<file path="src/common/flm_pkg.sv">
package flm_pkg;
	// clock and tone rates
	localparam int unsigned CLK_HZ = 125000000;
	localparam int unsigned TONE_HZ = 1000000;
	localparam int unsigned TONE_PERIOD_CYC = CLK_HZ / TONE_HZ;
	localparam int unsigned TONE_HIGH_CYC = TONE_PERIOD_CYC / 2;
	// detector windows, least times, rounded up to whole cycles
	localparam int unsigned ACT_WINDOW_NS = 300;
	localparam int unsigned LIGHT_WINDOW_NS = 2000;
	localparam int unsigned ACT_WINDOW_CYC =
		(ACT_WINDOW_NS * (CLK_HZ / 1000000) + 999) / 1000;
	localparam int unsigned LIGHT_WINDOW_CYC =
		(LIGHT_WINDOW_NS * (CLK_HZ / 1000000) + 999) / 1000;
	localparam int unsigned CNT_W = 12;
	// test-mode pin patterns
	localparam logic [2:0] TEST_MODE_RESET = 3'h0;
	localparam logic [2:0] TEST_MODE_RUN_DEFAULT = 3'h7;
	// reset values
	localparam logic [CNT_W-1:0] CNT_RST = 12'h000;

	typedef struct packed
	{
		logic good_light;
		logic tx_active;
	} flm_status_t;
endpackage

</file>
<file path="src/rtl/flm_monitor.sv">
`timescale 1ns/1ps
`default_nettype none
module flm_monitor #(
	parameter logic [2:0] TEST_MODE_RUN = flm_pkg::TEST_MODE_RUN_DEFAULT
)
(
	input wire logic SYS_CLK_I,
	input wire logic RSTN_I,
	input wire logic TP_TX_I,
	input wire logic FIBER_RX_I,
	output logic FIBER_TX_O,
	output logic GOOD_LIGHT_INDICATOR_O,
	output logic TX_ACTIVE_O,
	output logic TEST_MODE_PIN_0_O,
	output logic TEST_MODE_PIN_1_O,
	output logic TEST_MODE_PIN_2_O
);
	localparam logic [flm_pkg::CNT_W-1:0] TONE_LAST =
		flm_pkg::CNT_W'(flm_pkg::TONE_PERIOD_CYC - 1);
	localparam logic [flm_pkg::CNT_W-1:0] TONE_HIGH =
		flm_pkg::CNT_W'(flm_pkg::TONE_HIGH_CYC);
	localparam logic [flm_pkg::CNT_W-1:0] ACT_LOAD =
		flm_pkg::CNT_W'(flm_pkg::ACT_WINDOW_CYC);
	localparam logic [flm_pkg::CNT_W-1:0] LIGHT_LOAD =
		flm_pkg::CNT_W'(flm_pkg::LIGHT_WINDOW_CYC);

	// tone divider state
	logic [flm_pkg::CNT_W-1:0] tone_cnt_q;
	logic [flm_pkg::CNT_W-1:0] tone_cnt_d;
	logic tone;

	// transmit activity detector state
	logic tp_prev_q;
	logic tp_prev_d;
	logic [flm_pkg::CNT_W-1:0] act_cnt_q;
	logic [flm_pkg::CNT_W-1:0] act_cnt_d;
	logic tp_edge;
	logic act_alive;

	// receive light detector state
	// only edges count, so a fibre stuck at either level reads as dark
	logic rx_prev_q;
	logic rx_prev_d;
	logic [flm_pkg::CNT_W-1:0] light_cnt_q;
	logic [flm_pkg::CNT_W-1:0] light_cnt_d;
	logic rx_edge;
	logic light_alive;

	// output stage state
	// every pin leaves from a flip-flop, so no glitch reaches the board
	logic fiber_tx_q;
	logic fiber_tx_d;
	logic [2:0] test_mode_q;
	logic [2:0] test_mode_d;
	flm_pkg::flm_status_t status_q;
	flm_pkg::flm_status_t status_d;

	// tone divider
	// phase restarts at reset release; the far end only needs the rate
	always_comb
	begin
		// tone: 62 high, 63 low at 125 MHz keeps the period exact
		if (tone_cnt_q == TONE_LAST)
		begin
			tone_cnt_d = '0;
		end
		else
		begin
			tone_cnt_d = tone_cnt_q + 1'b1;
		end
		tone = (tone_cnt_q < TONE_HIGH);
	end

	always_ff @(posedge SYS_CLK_I)
	begin
		if (!RSTN_I)
		begin
			tone_cnt_q <= flm_pkg::CNT_RST;
		end
		else
		begin
			tone_cnt_q <= tone_cnt_d;
		end
	end

	// transmit activity detector
	always_comb
	begin
		tp_prev_d = TP_TX_I;
		tp_edge = (TP_TX_I != tp_prev_q);
		// any edge retriggers the window, otherwise it drains
		if (tp_edge)
		begin
			act_cnt_d = ACT_LOAD;
		end
		else if (act_cnt_q != '0)
		begin
			act_cnt_d = act_cnt_q - 1'b1;
		end
		else
		begin
			act_cnt_d = act_cnt_q;
		end
		act_alive = (act_cnt_d != '0);
	end

	always_ff @(posedge SYS_CLK_I)
	begin
		if (!RSTN_I)
		begin
			tp_prev_q <= 1'b0;
			act_cnt_q <= flm_pkg::CNT_RST;
		end
		else
		begin
			tp_prev_q <= tp_prev_d;
			act_cnt_q <= act_cnt_d;
		end
	end

	// receive light detector
	// light counts as lost after reset until the first edge arrives
	always_comb
	begin
		rx_prev_d = FIBER_RX_I;
		rx_edge = (FIBER_RX_I != rx_prev_q);
		if (rx_edge)
		begin
			light_cnt_d = LIGHT_LOAD;
		end
		else if (light_cnt_q != '0)
		begin
			light_cnt_d = light_cnt_q - 1'b1;
		end
		else
		begin
			light_cnt_d = light_cnt_q;
		end
		light_alive = (light_cnt_d != '0);
	end

	always_ff @(posedge SYS_CLK_I)
	begin
		if (!RSTN_I)
		begin
			rx_prev_q <= 1'b0;
			light_cnt_q <= flm_pkg::CNT_RST;
		end
		else
		begin
			rx_prev_q <= rx_prev_d;
			light_cnt_q <= light_cnt_d;
		end
	end

	// output stage
	// one register stage: data leaves one cycle after it is sampled
	always_comb
	begin
		// window must exceed the tone half period, or idle reads as loss
		status_d.tx_active = act_alive;
		status_d.good_light = light_alive;
		if (act_alive)
		begin
			fiber_tx_d = TP_TX_I;
		end
		else
		begin
			fiber_tx_d = tone;
		end
		if (light_alive)
		begin
			test_mode_d = TEST_MODE_RUN;
		end
		else
		begin
			test_mode_d = flm_pkg::TEST_MODE_RESET;
		end
	end

	always_ff @(posedge SYS_CLK_I)
	begin
		if (!RSTN_I)
		begin
			fiber_tx_q <= 1'b0;
			test_mode_q <= flm_pkg::TEST_MODE_RESET;
			status_q <= '0;
		end
		else
		begin
			fiber_tx_q <= fiber_tx_d;
			test_mode_q <= test_mode_d;
			status_q <= status_d;
		end
	end

	// released pattern is a parameter: the run levels are a board choice
	assign FIBER_TX_O = fiber_tx_q;
	assign GOOD_LIGHT_INDICATOR_O = status_q.good_light;
	assign TX_ACTIVE_O = status_q.tx_active;
	assign TEST_MODE_PIN_0_O = test_mode_q[0];
	assign TEST_MODE_PIN_1_O = test_mode_q[1];
	assign TEST_MODE_PIN_2_O = test_mode_q[2];
endmodule
`default_nettype wire

</file>
<file path="config.mk">
export PLATFORM = sky130hd
export DESIGN_NAME = flm_monitor
export DESIGN_NICKNAME = d
export VERILOG_FILES = /design/src/common/flm_pkg.sv /design/src/rtl/flm_monitor.sv
export SDC_FILE = /design/constraint.sdc
export NUM_CORES = 1
export LEC_CHECK = 0
export ABC_AREA = 1
export BUFFER_PORTS_ARGS = -buffer_cell sky130_fd_sc_hd__clkbuf_2
export CAP_MARGIN = 0
export CORE_MARGIN = 10
export CORE_UTILIZATION = 50
export CTS_CLUSTER_DIAMETER = 80
export DETAILED_ROUTE_END_ITERATION = 10
export GPL_TIMING_DRIVEN = 0
export PLACE_DENSITY_LB_ADDON = 0.2
export SLEW_MARGIN = 20
export SYNTH_ARGS = -nofsm -noshare
export SYNTH_HDL_FRONTEND = slang
export SYNTH_SLANG_ARGS = --single-unit
</file>
<file path="constraint.sdc">
create_clock -name SYS_CLK_I -period 1.4 [get_ports SYS_CLK_I]
set_input_delay 0.28 -clock SYS_CLK_I [delete_from_list [all_inputs] [get_ports SYS_CLK_I]]
set_output_delay 0.28 -clock SYS_CLK_I [all_outputs]
set_load 0.01 [all_outputs]
</file>
==> metrics.md, run 1 <==
| Metric | Value |
|---|---|
| Post-synth EDFFs | 0 |
| M1 WL | 2180 um |
| Most frequent cell after synthesis | nand2_1 |
| Combinational family with the most area after synthesis | simple AND/OR/NAND/NOR gates |
| H-tree depth | 2 |
| Number of synthesis warnings | 0 |
| Worst skew pair latency | 300 ps |
| Drt wl/cell | between 10 and 15 um |
| CP Buf/Inv Count | 3 |
| Slew @ Worst Pin | 563 ps |
| Crit path top cell by count | nand2_1 |
| RSZ-0062 raised after global routing | yes |
| XOR/XNOR share of the synthesized area | 6.33% |
| Post-Syn Nets | 336 |
| Worst min-delay path class | primary input to flip-flop |
| Minimum clock period after layout | roughly 1600 ps |
| CORE AREA | roughly 4300 um2 |
| Critical path origin | light_cnt_q[0]$_SDFF_PN0_ |
| Share of cells above drive strength 1 | between 30% and 40% |
| Worst R2R Start | light_cnt_q[0]$_SDFF_PN0_ |
| Gp weighted congestion | 0.874 |
| PwrDens | 1250 nW/um2 |
| First-pass GRT wire length | between 8000 and 9000 um |
| Worst setup SP type | flip-flop |
| Die X | 86.8 um |
| Hold Crit Depth | 3 |
| CTS buffer count | 5 |
| Largest net degree at the start of global routing | 12 |
| Clk pin slew, worst setup/hold paths | around 80 ps |
| Via/cell ratio | 5.02 |
| Fillers | 352 |
| Slew headroom | between 60% and 70% |
| Fmax | a little over 600 MHz |
| CP Capture Type | flip-flop |
| Ant. Diodes | 0 |
| Hold buffer count at cts | 0 |
| Levels on crit path | 12 |
| Maxcap violations | 0 |
| Number of DRC markers in iteration 0 | 87 |
| Mux cell area share after synthesis | 0% |
| Ys async rst share | 0% |
| DIE HEIGHT | ~87 um |
| Worst-path maximum fanout | 4 |
| CP required | 1610 ps |
| # rows | 24 |
| Slew Limit Fails | 0 |
| FF/Latch Area | roughly 850 um2 |
| Met2 WL post-DR | 2690 um |
| Sequential-to-total area share from yosys stat | 36.8% |
| Number of global-route vias before repair | 1911 |
| Synth area leaders | dfxtp_1 (37%), nand2_1 (11%), nor2_1 (10%) |
| TritonRoute pass-1 iters | 4 |
| Synth Area in Adders | 3.36% |
| Top sig layer | met4 |
| Main synth FF type | dfxtp_1 |
| Fraction of the mapped netlist area in simple logic gates | a little under two fifths |
| Largest area contributor in the netlist | dfxtp_1 |
| CTS tree | built |
| Clock skew | approximately 9 ps |
| All-layer global routing usage | between 10% and 20% |
| Initial antenna violation count | 0 |
| Final setup margin | -225 ps |
| Final wirelength | 5120 um |
| Routed wl met3 | 169 um |
| Avg Inst Size Synth | roughly 7 um2 |
| Post-layout nets | 367 |
| Initial Util | 51.6% |
| Final Hold Fails | 0 |
| Congestion Overflow GR | 0 |
| Worst hold endpoint | rx_prev_q$_SDFF_PN0_ |
| Crit share post-route | 116% |
| CTS root buffer | clkbuf_8 |
| LEAKAGE | 1.27 nW |
| Violated checks | negative setup slack |
| Detailed-route DRC error count | 0 |
| VDD IR max | 0.663 mV |
| Yosys reg bits | roughly 40 |
| WS Path Type | flip-flop to flip-flop |
| Port Buf Inserts | 8 |
| Status | complete, but fails checks |
| FF-to-FF setup slack | -230 ps |
| Layout Utilization | 67.5% |
| Io pins | 10 |
| Post-synthesis cell type count | 25 |
| Multi-input gate area in the final layout | around 1500 um2 |
| Setup violators final | 14 |
| Cell Chain, Critical Path | inv_4, ha_4, nand3_4, nor3_4, buf_6, nor2_4, nor2_2, nand2_1, nor2_1, nand3_1, nand2_1, inv_1 |
| Final TNS setup | -1240 ps |
| Delay-heaviest family, CP | simple AND/OR/NAND/NOR gates |
| Syn Std Cell Area | approximately 2200 um2 |
| CP arrival | 1830 ps |
| HP Start | FIBER_RX_I |
| Post-synthesis compound-gate area fraction | 6.05% |
| Worst reg2reg endpoint | test_mode_q[1]$_SDFF_PN0_ |
| Total number of vias | 2053 |
| CTS max path bufs | 2 |
| Clock Sinks | 41 |
| Area delta synth->final | 30.8% |
| Synth cell count leaders | nand2_1 (64), nor2_1 (60), inv_1 (46), dfxtp_1 (41), nand3_1 (31) |
| Post-detail-place hpwl | 3220 um |
| Max stage delay on crit path | 340 ps |
| Crit-path slowest cell | dfxtp_2 |
| Final ANT Viol Nets | 0 |
| Die area | 7540 um2 |
| Synth top area share | 36.8% |
| Post-Syn Instances | 326 |
| R2r worst-path depth | 12 |
==> layout by cell type (no fill, tap or decap), types with 2 or more instances in the layout <==
| master | count |
|---|---|
| nand2_1 | 47 |
| nor2_1 | 39 |
| inv_1 | 38 |
| dfxtp_1 | 25 |
| nand3_1 | 20 |
| buf_4 | 17 |
| nor2_2 | 16 |
| nand2_2 | 15 |
| dfxtp_2 | 14 |
| a21oi_1 | 12 |
| nor2_4 | 11 |
| nand3_2 | 11 |
| clkbuf_2 | 9 |
| xnor2_1 | 8 |
| nor3_1 | 8 |
| nand4_1 | 6 |
| clkbuf_8 | 6 |
| inv_2 | 5 |
| xor2_1 | 5 |
| o21ai_2 | 5 |
| inv_4 | 4 |
| clkbuf_1 | 4 |
| nand2_4 | 4 |
| o21ai_0 | 4 |
| ha_4 | 4 |
| nand3_4 | 2 |
| nor3_2 | 2 |
| ha_1 | 2 |
| dfxtp_4 | 2 |
| buf_6 | 2 |
==> metal layers <==
metal | global-route usage [%] | vias up
met1 | 15.1 | 936
met4 | 5.30 | 0
met2 | 22.6 | 24
li1 | - | 1084
met3 | 3.75 | 9
met5 | 0 | -
==> cell families after synthesis <==
| family | after synthesis |
|---|---|
| flip-flops | 41 |
| XOR/XNOR | 14 |
| buffers and inverters | 55 |
| AO/OA/AOI/OAI | 25 |
| adder cells (fa/ha/maj) | 6 |
| AND/OR/NAND/NOR | 185 |
==> power by group <==
group / total (W) / switching [W] / internal, W
sequential: 0.00140 / 0.000118 / 0.00128
combinational: 0.00147 / 0.000866 / 0.000601
clock: 0.000791 / 0.000400 / 0.000391
==> sequential cells by signal, indices dropped and copies added (netlist names) <==
signal and flops:
FIBER_TX_O 1, tone_cnt_q 12, act_cnt_q 12, TX_ACTIVE_O 1
light_cnt_q 12, tp_prev_q 1, test_mode_q 1, rx_prev_q 1
==> cell type report <==
cell class,count,share of cell area (%)
Timing Repair Buffer,24,5.74
Multi-Input combinational cell,230,52.1
Clock buffer,7,2.96
Inverter,47,6.39
Tap cell,52,2.23
Buffer,8,1.59
Sequential cell,41,29.0
==> worst reg2reg max path, stage by stage, from the launching register on <==
cell	delay, ps
dfxtp_2	340
inv_4	80
ha_4	160
nand3_4	80
nor3_4	240
buf_6	150
nor2_4	40
nor2_2	100
nand2_1	60
nor2_1	90
nand3_1	80
nand2_1	80
inv_1	40
==> how the worst max path moves through the flow <==
stage / slack, ps / end
2_1_floorplan: -7 / FIBER_TX_O$_SDFF_PN0_
3_3_place_gp: -260 / tone_cnt_q[7]$_SDFF_PP0_
3_5_place_dp: -280 / test_mode_q[1]$_SDFF_PN0_
4_1_cts: -140 / FIBER_TX_O$_SDFF_PN0_
5_1_grt: -330 / test_mode_q[1]$_SDFF_PN0_
6_report: -230 / test_mode_q[1]$_SDFF_PN0_
==> stage by stage <==
stage	std cells	total power, W	setup slack [ps]	hold slack [ps]	cell area [um2]
2_1_floorplan	326	0.00219	-7.02	373	2270
4_1_cts	403	0.00341	-141	187	2720
3_5_place_dp	386	0.00238	-275	474	2370
3_3_place_gp	386	0.00236	-264	461	2370
5_1_grt	409	0.00388	-333	219	2920
6_report	409	0.00365	-225	188	2920
==> repair_timing <==
item	4_1_cts	5_1_grt
cloned	0	0
gates resized for setup	60	53
pin swaps	22	29
endpoints found under the setup margin	13	15
setup buffers	10	6
Note: power is estimated with default switching activity, not from simulation.
==> run 2, diff against run 1 <==
CELL_PAD_IN_SITES_DETAIL_PLACEMENT = 1   (was default)
CELL_PAD_IN_SITES_GLOBAL_PLACEMENT = 1   (was default)
CORE_UTILIZATION = 40   (was 50)
==> metrics.md, run 2 (same netlist as run 1, synthesis figures left out) <==
| Metric | Value |
|---|---|
| Layout Utilization | 57.0% |
| Maxcap violations | 0 |
| Ant. Diodes | 0 |
| Slew @ Worst Pin | 640 ps |
| Share of cells above drive strength 1 | 40.9% |
| Setup violators final | 14 |
| Detailed-route DRC error count | 0 |
| Worst min-delay path class | primary input to flip-flop |
| Minimum clock period after layout | ~1600 ps |
| Non-Filler Instances | 431 |
| DP Cell Count | 406 |
| CTS root buffer | clkbuf_8 |
| DIE HEIGHT | roughly 95 um |
| Final ANT Viol Nets | 0 |
| Via/cell ratio | 5.00 |
| Port Buf Inserts | 8 |
| Clock skew | 4.12 ps |
| Die X | roughly 95 um |
| Worst skew pair latency | ~320 ps |
| Post-detail-place hpwl | 4120 um |
| CP arrival | 1860 ps |
| RSZ-0062 raised after global routing | yes |
| Most frequent cells in the layout | nor2_1 (42), nand2_1 (41), inv_1 (38) |
| Worst-path maximum fanout | 7 |
| First-pass GRT wire length | 9980 um |
| Clk pin slew, worst setup/hold paths | 90 ps |
| Congestion Overflow GR | 0 |
| CP Capture Type | flip-flop |
| Slew headroom | 57.3% |
| Final setup margin | -235 ps |
| Final TNS setup | -1550 ps |
| Worst setup SP type | flip-flop |
| Status | complete, but fails checks |
| Number of DRC markers in iteration 0 | 80 |
| CP required | 1620 ps |
| Violated checks | negative setup slack |
| Largest regs | act_cnt_q: 12 flops, light_cnt_q: 12 flops, tone_cnt_q: 12 flops |
| Drt wl/cell | between 10 and 15 um |
| Io pins | 10 |
| CTS max path bufs | 2 |
| Die area | 8970 um2 |
| Final Hold Fails | 0 |
| Slew Limit Fails | 0 |
| LEAKAGE | ~1.4 nW |
| Fmax | 612 MHz |
| CORE AREA | 5470 um2 |
| Clock Sinks | 41 |
| Final hold slack | 174 ps |
| Commonest non-fill, non-tap cell in the layout | nor2_1 |
| All-layer global routing usage | 13.8% |
| Gp weighted congestion | 0.791 |
| Initial antenna violation count | 0 |
| # rows | 27 |
| Final wirelength | 6460 um |
| Largest net degree at the start of global routing | 15 |
| Total number of vias | 2156 |
| Initial Util | about two fifths |
| Post-layout nets | 368 |
| CTS tree | built |
| Crit share post-route | 117% |
| Number of global-route vias before repair | 2207 |
| WS Path Type | flip-flop to flip-flop |
| H-tree depth | 2 |
| TritonRoute pass-1 iters | 4 |
| Placement Setup Slack | -354 ps |
| CTS buffer count | 5 |
| PwrDens | about 1300 nW/um2 |
| VDD IR max | between 0.5 and 0.6 mV |
| Area delta synth->final | 39.6% |
==> run 2: worst paths after layout <==
| check | slack [ps] | endpoint | cells past startpoint | from |
|---|---|---|---|---|
| setup / recovery | -230 | test_mode_q[1]$_SDFF_PN0_ | 10 | light_cnt_q[7]$_SDFF_PN0_ |
| hold / removal | 170 | rx_prev_q$_SDFF_PN0_ | 3 | FIBER_RX_I |
| setup reg to reg | -230 | test_mode_q[1]$_SDFF_PN0_ | 10 | light_cnt_q[7]$_SDFF_PN0_ |
| hold reg to reg | 470 | tone_cnt_q[0]$_SDFF_PP0_ | 1 | tone_cnt_q[0]$_SDFF_PP0_ |
==> run 2: critical path, cell delays in order, from the launching register on <==
cell and delay [ps]:
dfxtp_2 350, nor2_2 140, nand2_2 130, nor2_4 150
nand3_4 160, nand2_2 130, nand3_1 100, nor2_2 160
nand3_1 90, nand2_1 70, inv_1 50
==> run 2: through the flow <==
stage	cell area [um2]	power (W)
after floorplan	2270	0.00219
after global placement	2400	0.00239
after detailed placement	2400	0.00242
after CTS	2760	0.00383
after global routing	3120	0.00440
final	3120	0.00415
==> run 2: repair_timing <==
| action | 4_1_cts | 5_1_grt |
|---|---|---|
| hold buffers | 0 | 0 |
| gates resized for setup | 54 | 81 |
| setup buffers | 6 | 11 |
| pin swaps | 19 | 38 |
| setup endpoints to repair | 21 | 21 |
==> run 2: layout make-up <==
class                      count  area [um2]
inverter                      47         189
sequential                    41         846
buffer                         8        46.3
multi-input combinational    230        1630
clock buffer                   5        68.8
fill                         688        2360
timing repair buffer          25         179
tap                           72        90.1
clock inverter                 3        68.8
==> run 2: power breakdown <==
part           leakage (nW)  switching (W)  internal [W]
Sequential            0.342       0.000119       0.00127
Combinational         0.956       0.000930      0.000621
Clock                0.0687       0.000489      0.000718
==> run 2: routing by layer <==
metal / vias to the layer above / GRT usage (%) / routed length [um]
li1: 1083 / - / -
met1: 1042 / 15.4 / 2730
met2: 19 / 25.2 / 3440
met3: 12 / 3.65 / 189
met4: 0 / 3.62 / 99
met5: - / 0 / 0
==> run 3, diff against run 2 <==
RECOVER_POWER = 50   (was default)
==> metrics.md, run 3 (same netlist as run 1, synthesis figures left out) <==
| Metric | Value |
|---|---|
| Final ANT Viol Nets | 0 |
| All-layer global routing usage | 13.8% |
| Post-route cell area | about 3100 um2 |
| CTS max path bufs | 2 |
| HP Start | FIBER_RX_I |
| Violated checks | negative setup slack |
| Crit-path slowest cell | dfxtp_2 |
| Final Hold Fails | 0 |
| Total number of vias | roughly 2100 |
| Area post-placement | 2400 um2 |
| Port Buf Inserts | 8 |
| Crit share post-route | 117% |
| Initial Util | between 40% and 50% |
| LEAKAGE | 1.35 nW |
| Area delta synth->final | 39.3% |
| CTS tree | built |
| # rows | 27 |
| RSZ-0062 raised after global routing | yes |
| Number of global-route vias before repair | approximately 2200 |
| Drt wl/cell | between 10 and 15 um |
| Congestion Overflow GR | 0 |
| Minimum clock period after layout | 1630 ps |
| Via/cell ratio | 4.97 |
| TritonRoute pass-1 iters | 4 |
| Clock Sinks | 41 |
| CTS buffer count | 5 |
| Worst min-delay path class | primary input to flip-flop |
| Final setup margin | -232 ps |
| Max stage delay on crit path | 350 ps |
| First-pass GRT wire length | 9980 um |
| PwrDens | 1330 nW/um2 |
| Largest regs | act_cnt_q: 12 flops, light_cnt_q: 12 flops, tone_cnt_q: 12 flops |
| DP Cell Count | 406 |
| Die area | approximately 9000 um2 |
| Worst setup SP type | flip-flop |
| Maxcap violations | 0 |
| H-tree depth | 2 |
| Post-detail-place hpwl | 4120 um |
| FF-to-FF setup slack | -230 ps |
| DIE HEIGHT | 94.7 um |
| Setup violators final | 14 |
| Io pins | 10 |
| Total Power | 0.00415 W |
| Post-layout nets | about 370 |
| WS Path Type | flip-flop to flip-flop |
| Worst reg2reg endpoint | test_mode_q[1]$_SDFF_PN0_ |
| Worst R2R Start | light_cnt_q[7]$_SDFF_PN0_ |
| Worst-path maximum fanout | 7 |
| VDD IR max | 0.571 mV |
| Placement Setup Slack | -354 ps |
| Initial antenna violation count | 0 |
| Hold Crit Depth | 3 |
| Commonest non-fill, non-tap cell in the layout | nor2_1 |
| Slew Limit Fails | 0 |
| Ant. Diodes | 0 |
| Worst skew pair latency | 320 ps |
| CP required | 1620 ps |
| Status | complete, but fails checks |
| CORE AREA | 5470 um2 |
| Worst hold endpoint | rx_prev_q$_SDFF_PN0_ |
| Slew @ Worst Pin | 638 ps |
| Clock skew | approximately 3.5 ps |
| Hold buffer count at cts | 0 |
| Cell Chain, Critical Path | nor2_2, nand2_2, nor2_4, nand3_4, nand2_2, nand3_1, nor2_2, nand3_1, nand2_1, inv_1 |
| Fmax | 613 MHz |
| R2r worst-path depth | 10 |
| CTS root buffer | clkbuf_8 |
| Final wirelength | 6460 um |
| Slew headroom | 57.5% |
| Gp weighted congestion | 0.791 |
| Share of cells above drive strength 1 | 39.3% |
| Most frequent cells in the layout | nor2_1 (42), nand2_1 (41), inv_1 (38) |
| Number of DRC markers in iteration 0 | 75 |
| Detailed-route DRC error count | 0 |
| Non-Filler Instances | 431 |
| CP arrival | between 1500 and 2000 ps |
| CP Capture Type | flip-flop |
| Die X | 94.7 um |
| Largest net degree at the start of global routing | 15 |
| Clk pin slew, worst setup/hold paths | 90 ps |
==> run 3: critical path, delay by kind of cell (launching register included) <==
family                 cells  cell delay [ps]
AND/OR/NAND/NOR            9             1130
flip-flops                 1              350
buffers and inverters      1               50
==> run 3: routing by layer <==
layer  share of wire [%]  global-route usage (%)  wire length, um
met1                  42                    15.4             2720
met2                  53                    25.2             3440
met3                 3.1                    3.65              202
met4                 1.4                    3.62               93
met5                   0                       0                0
==> run 3: repair_timing <==
item / in CTS / in global routing
pin swaps: 19 / 38
resized for setup: 54 / 81
endpoints found under the setup margin: 21 / 21
buffers inserted: 6 / 11
==> run 3: area by class of cell <==
cell class | instances | area, um2
Fill cell | 690 | 2360
Clock inverter | 3 | 68.8
Buffer | 8 | 46.3
Sequential cell | 41 | 846
Multi-Input combinational cell | 230 | 1630
Tap cell | 72 | 90.1
Inverter | 47 | 189
Timing Repair Buffer | 25 | 171
Clock buffer | 5 | 68.8
==> run 3: power by group <==
group	internal [W]	switching [W]	leakage [nW]
logic	0.000619	0.000929	0.938
registers	0.00127	0.000119	0.342
clock network	0.000718	0.000488	0.0687
total	0.00261	0.00154	1.35
==> run 3: stage by stage <==
| step | utilization [%] | hold slack, ps | TNS, ps |
|---|---|---|---|
| global placement | 43.8 | 465 | -3600 |
| global route | 56.8 | 181 | -3610 |
| detailed placement | 43.8 | 475 | -3860 |
| finish | 56.8 | 174 | -1540 |
| CTS | 50.3 | 177 | -2080 |
| floorplan | - | 373 | -7.02 |
==> run 3: worst max path at each step <==
stage / slack (ps) / to / depth (start not counted) / start
after floorplan: -7 / FIBER_TX_O$_SDFF_PN0_ / 11 / act_cnt_q[4]$_SDFF_PN0_
after global placement: -320 / test_mode_q[1]$_SDFF_PN0_ / 10 / light_cnt_q[6]$_SDFF_PN0_
after detailed placement: -350 / test_mode_q[1]$_SDFF_PN0_ / 12 / light_cnt_q[2]$_SDFF_PN0_
after CTS: -230 / FIBER_TX_O$_SDFF_PN0_ / 12 / act_cnt_q[1]$_SDFF_PN0_
after global routing: -340 / test_mode_q[1]$_SDFF_PN0_ / 13 / light_cnt_q[0]$_SDFF_PN0_
final: -230 / test_mode_q[1]$_SDFF_PN0_ / 10 / light_cnt_q[7]$_SDFF_PN0_
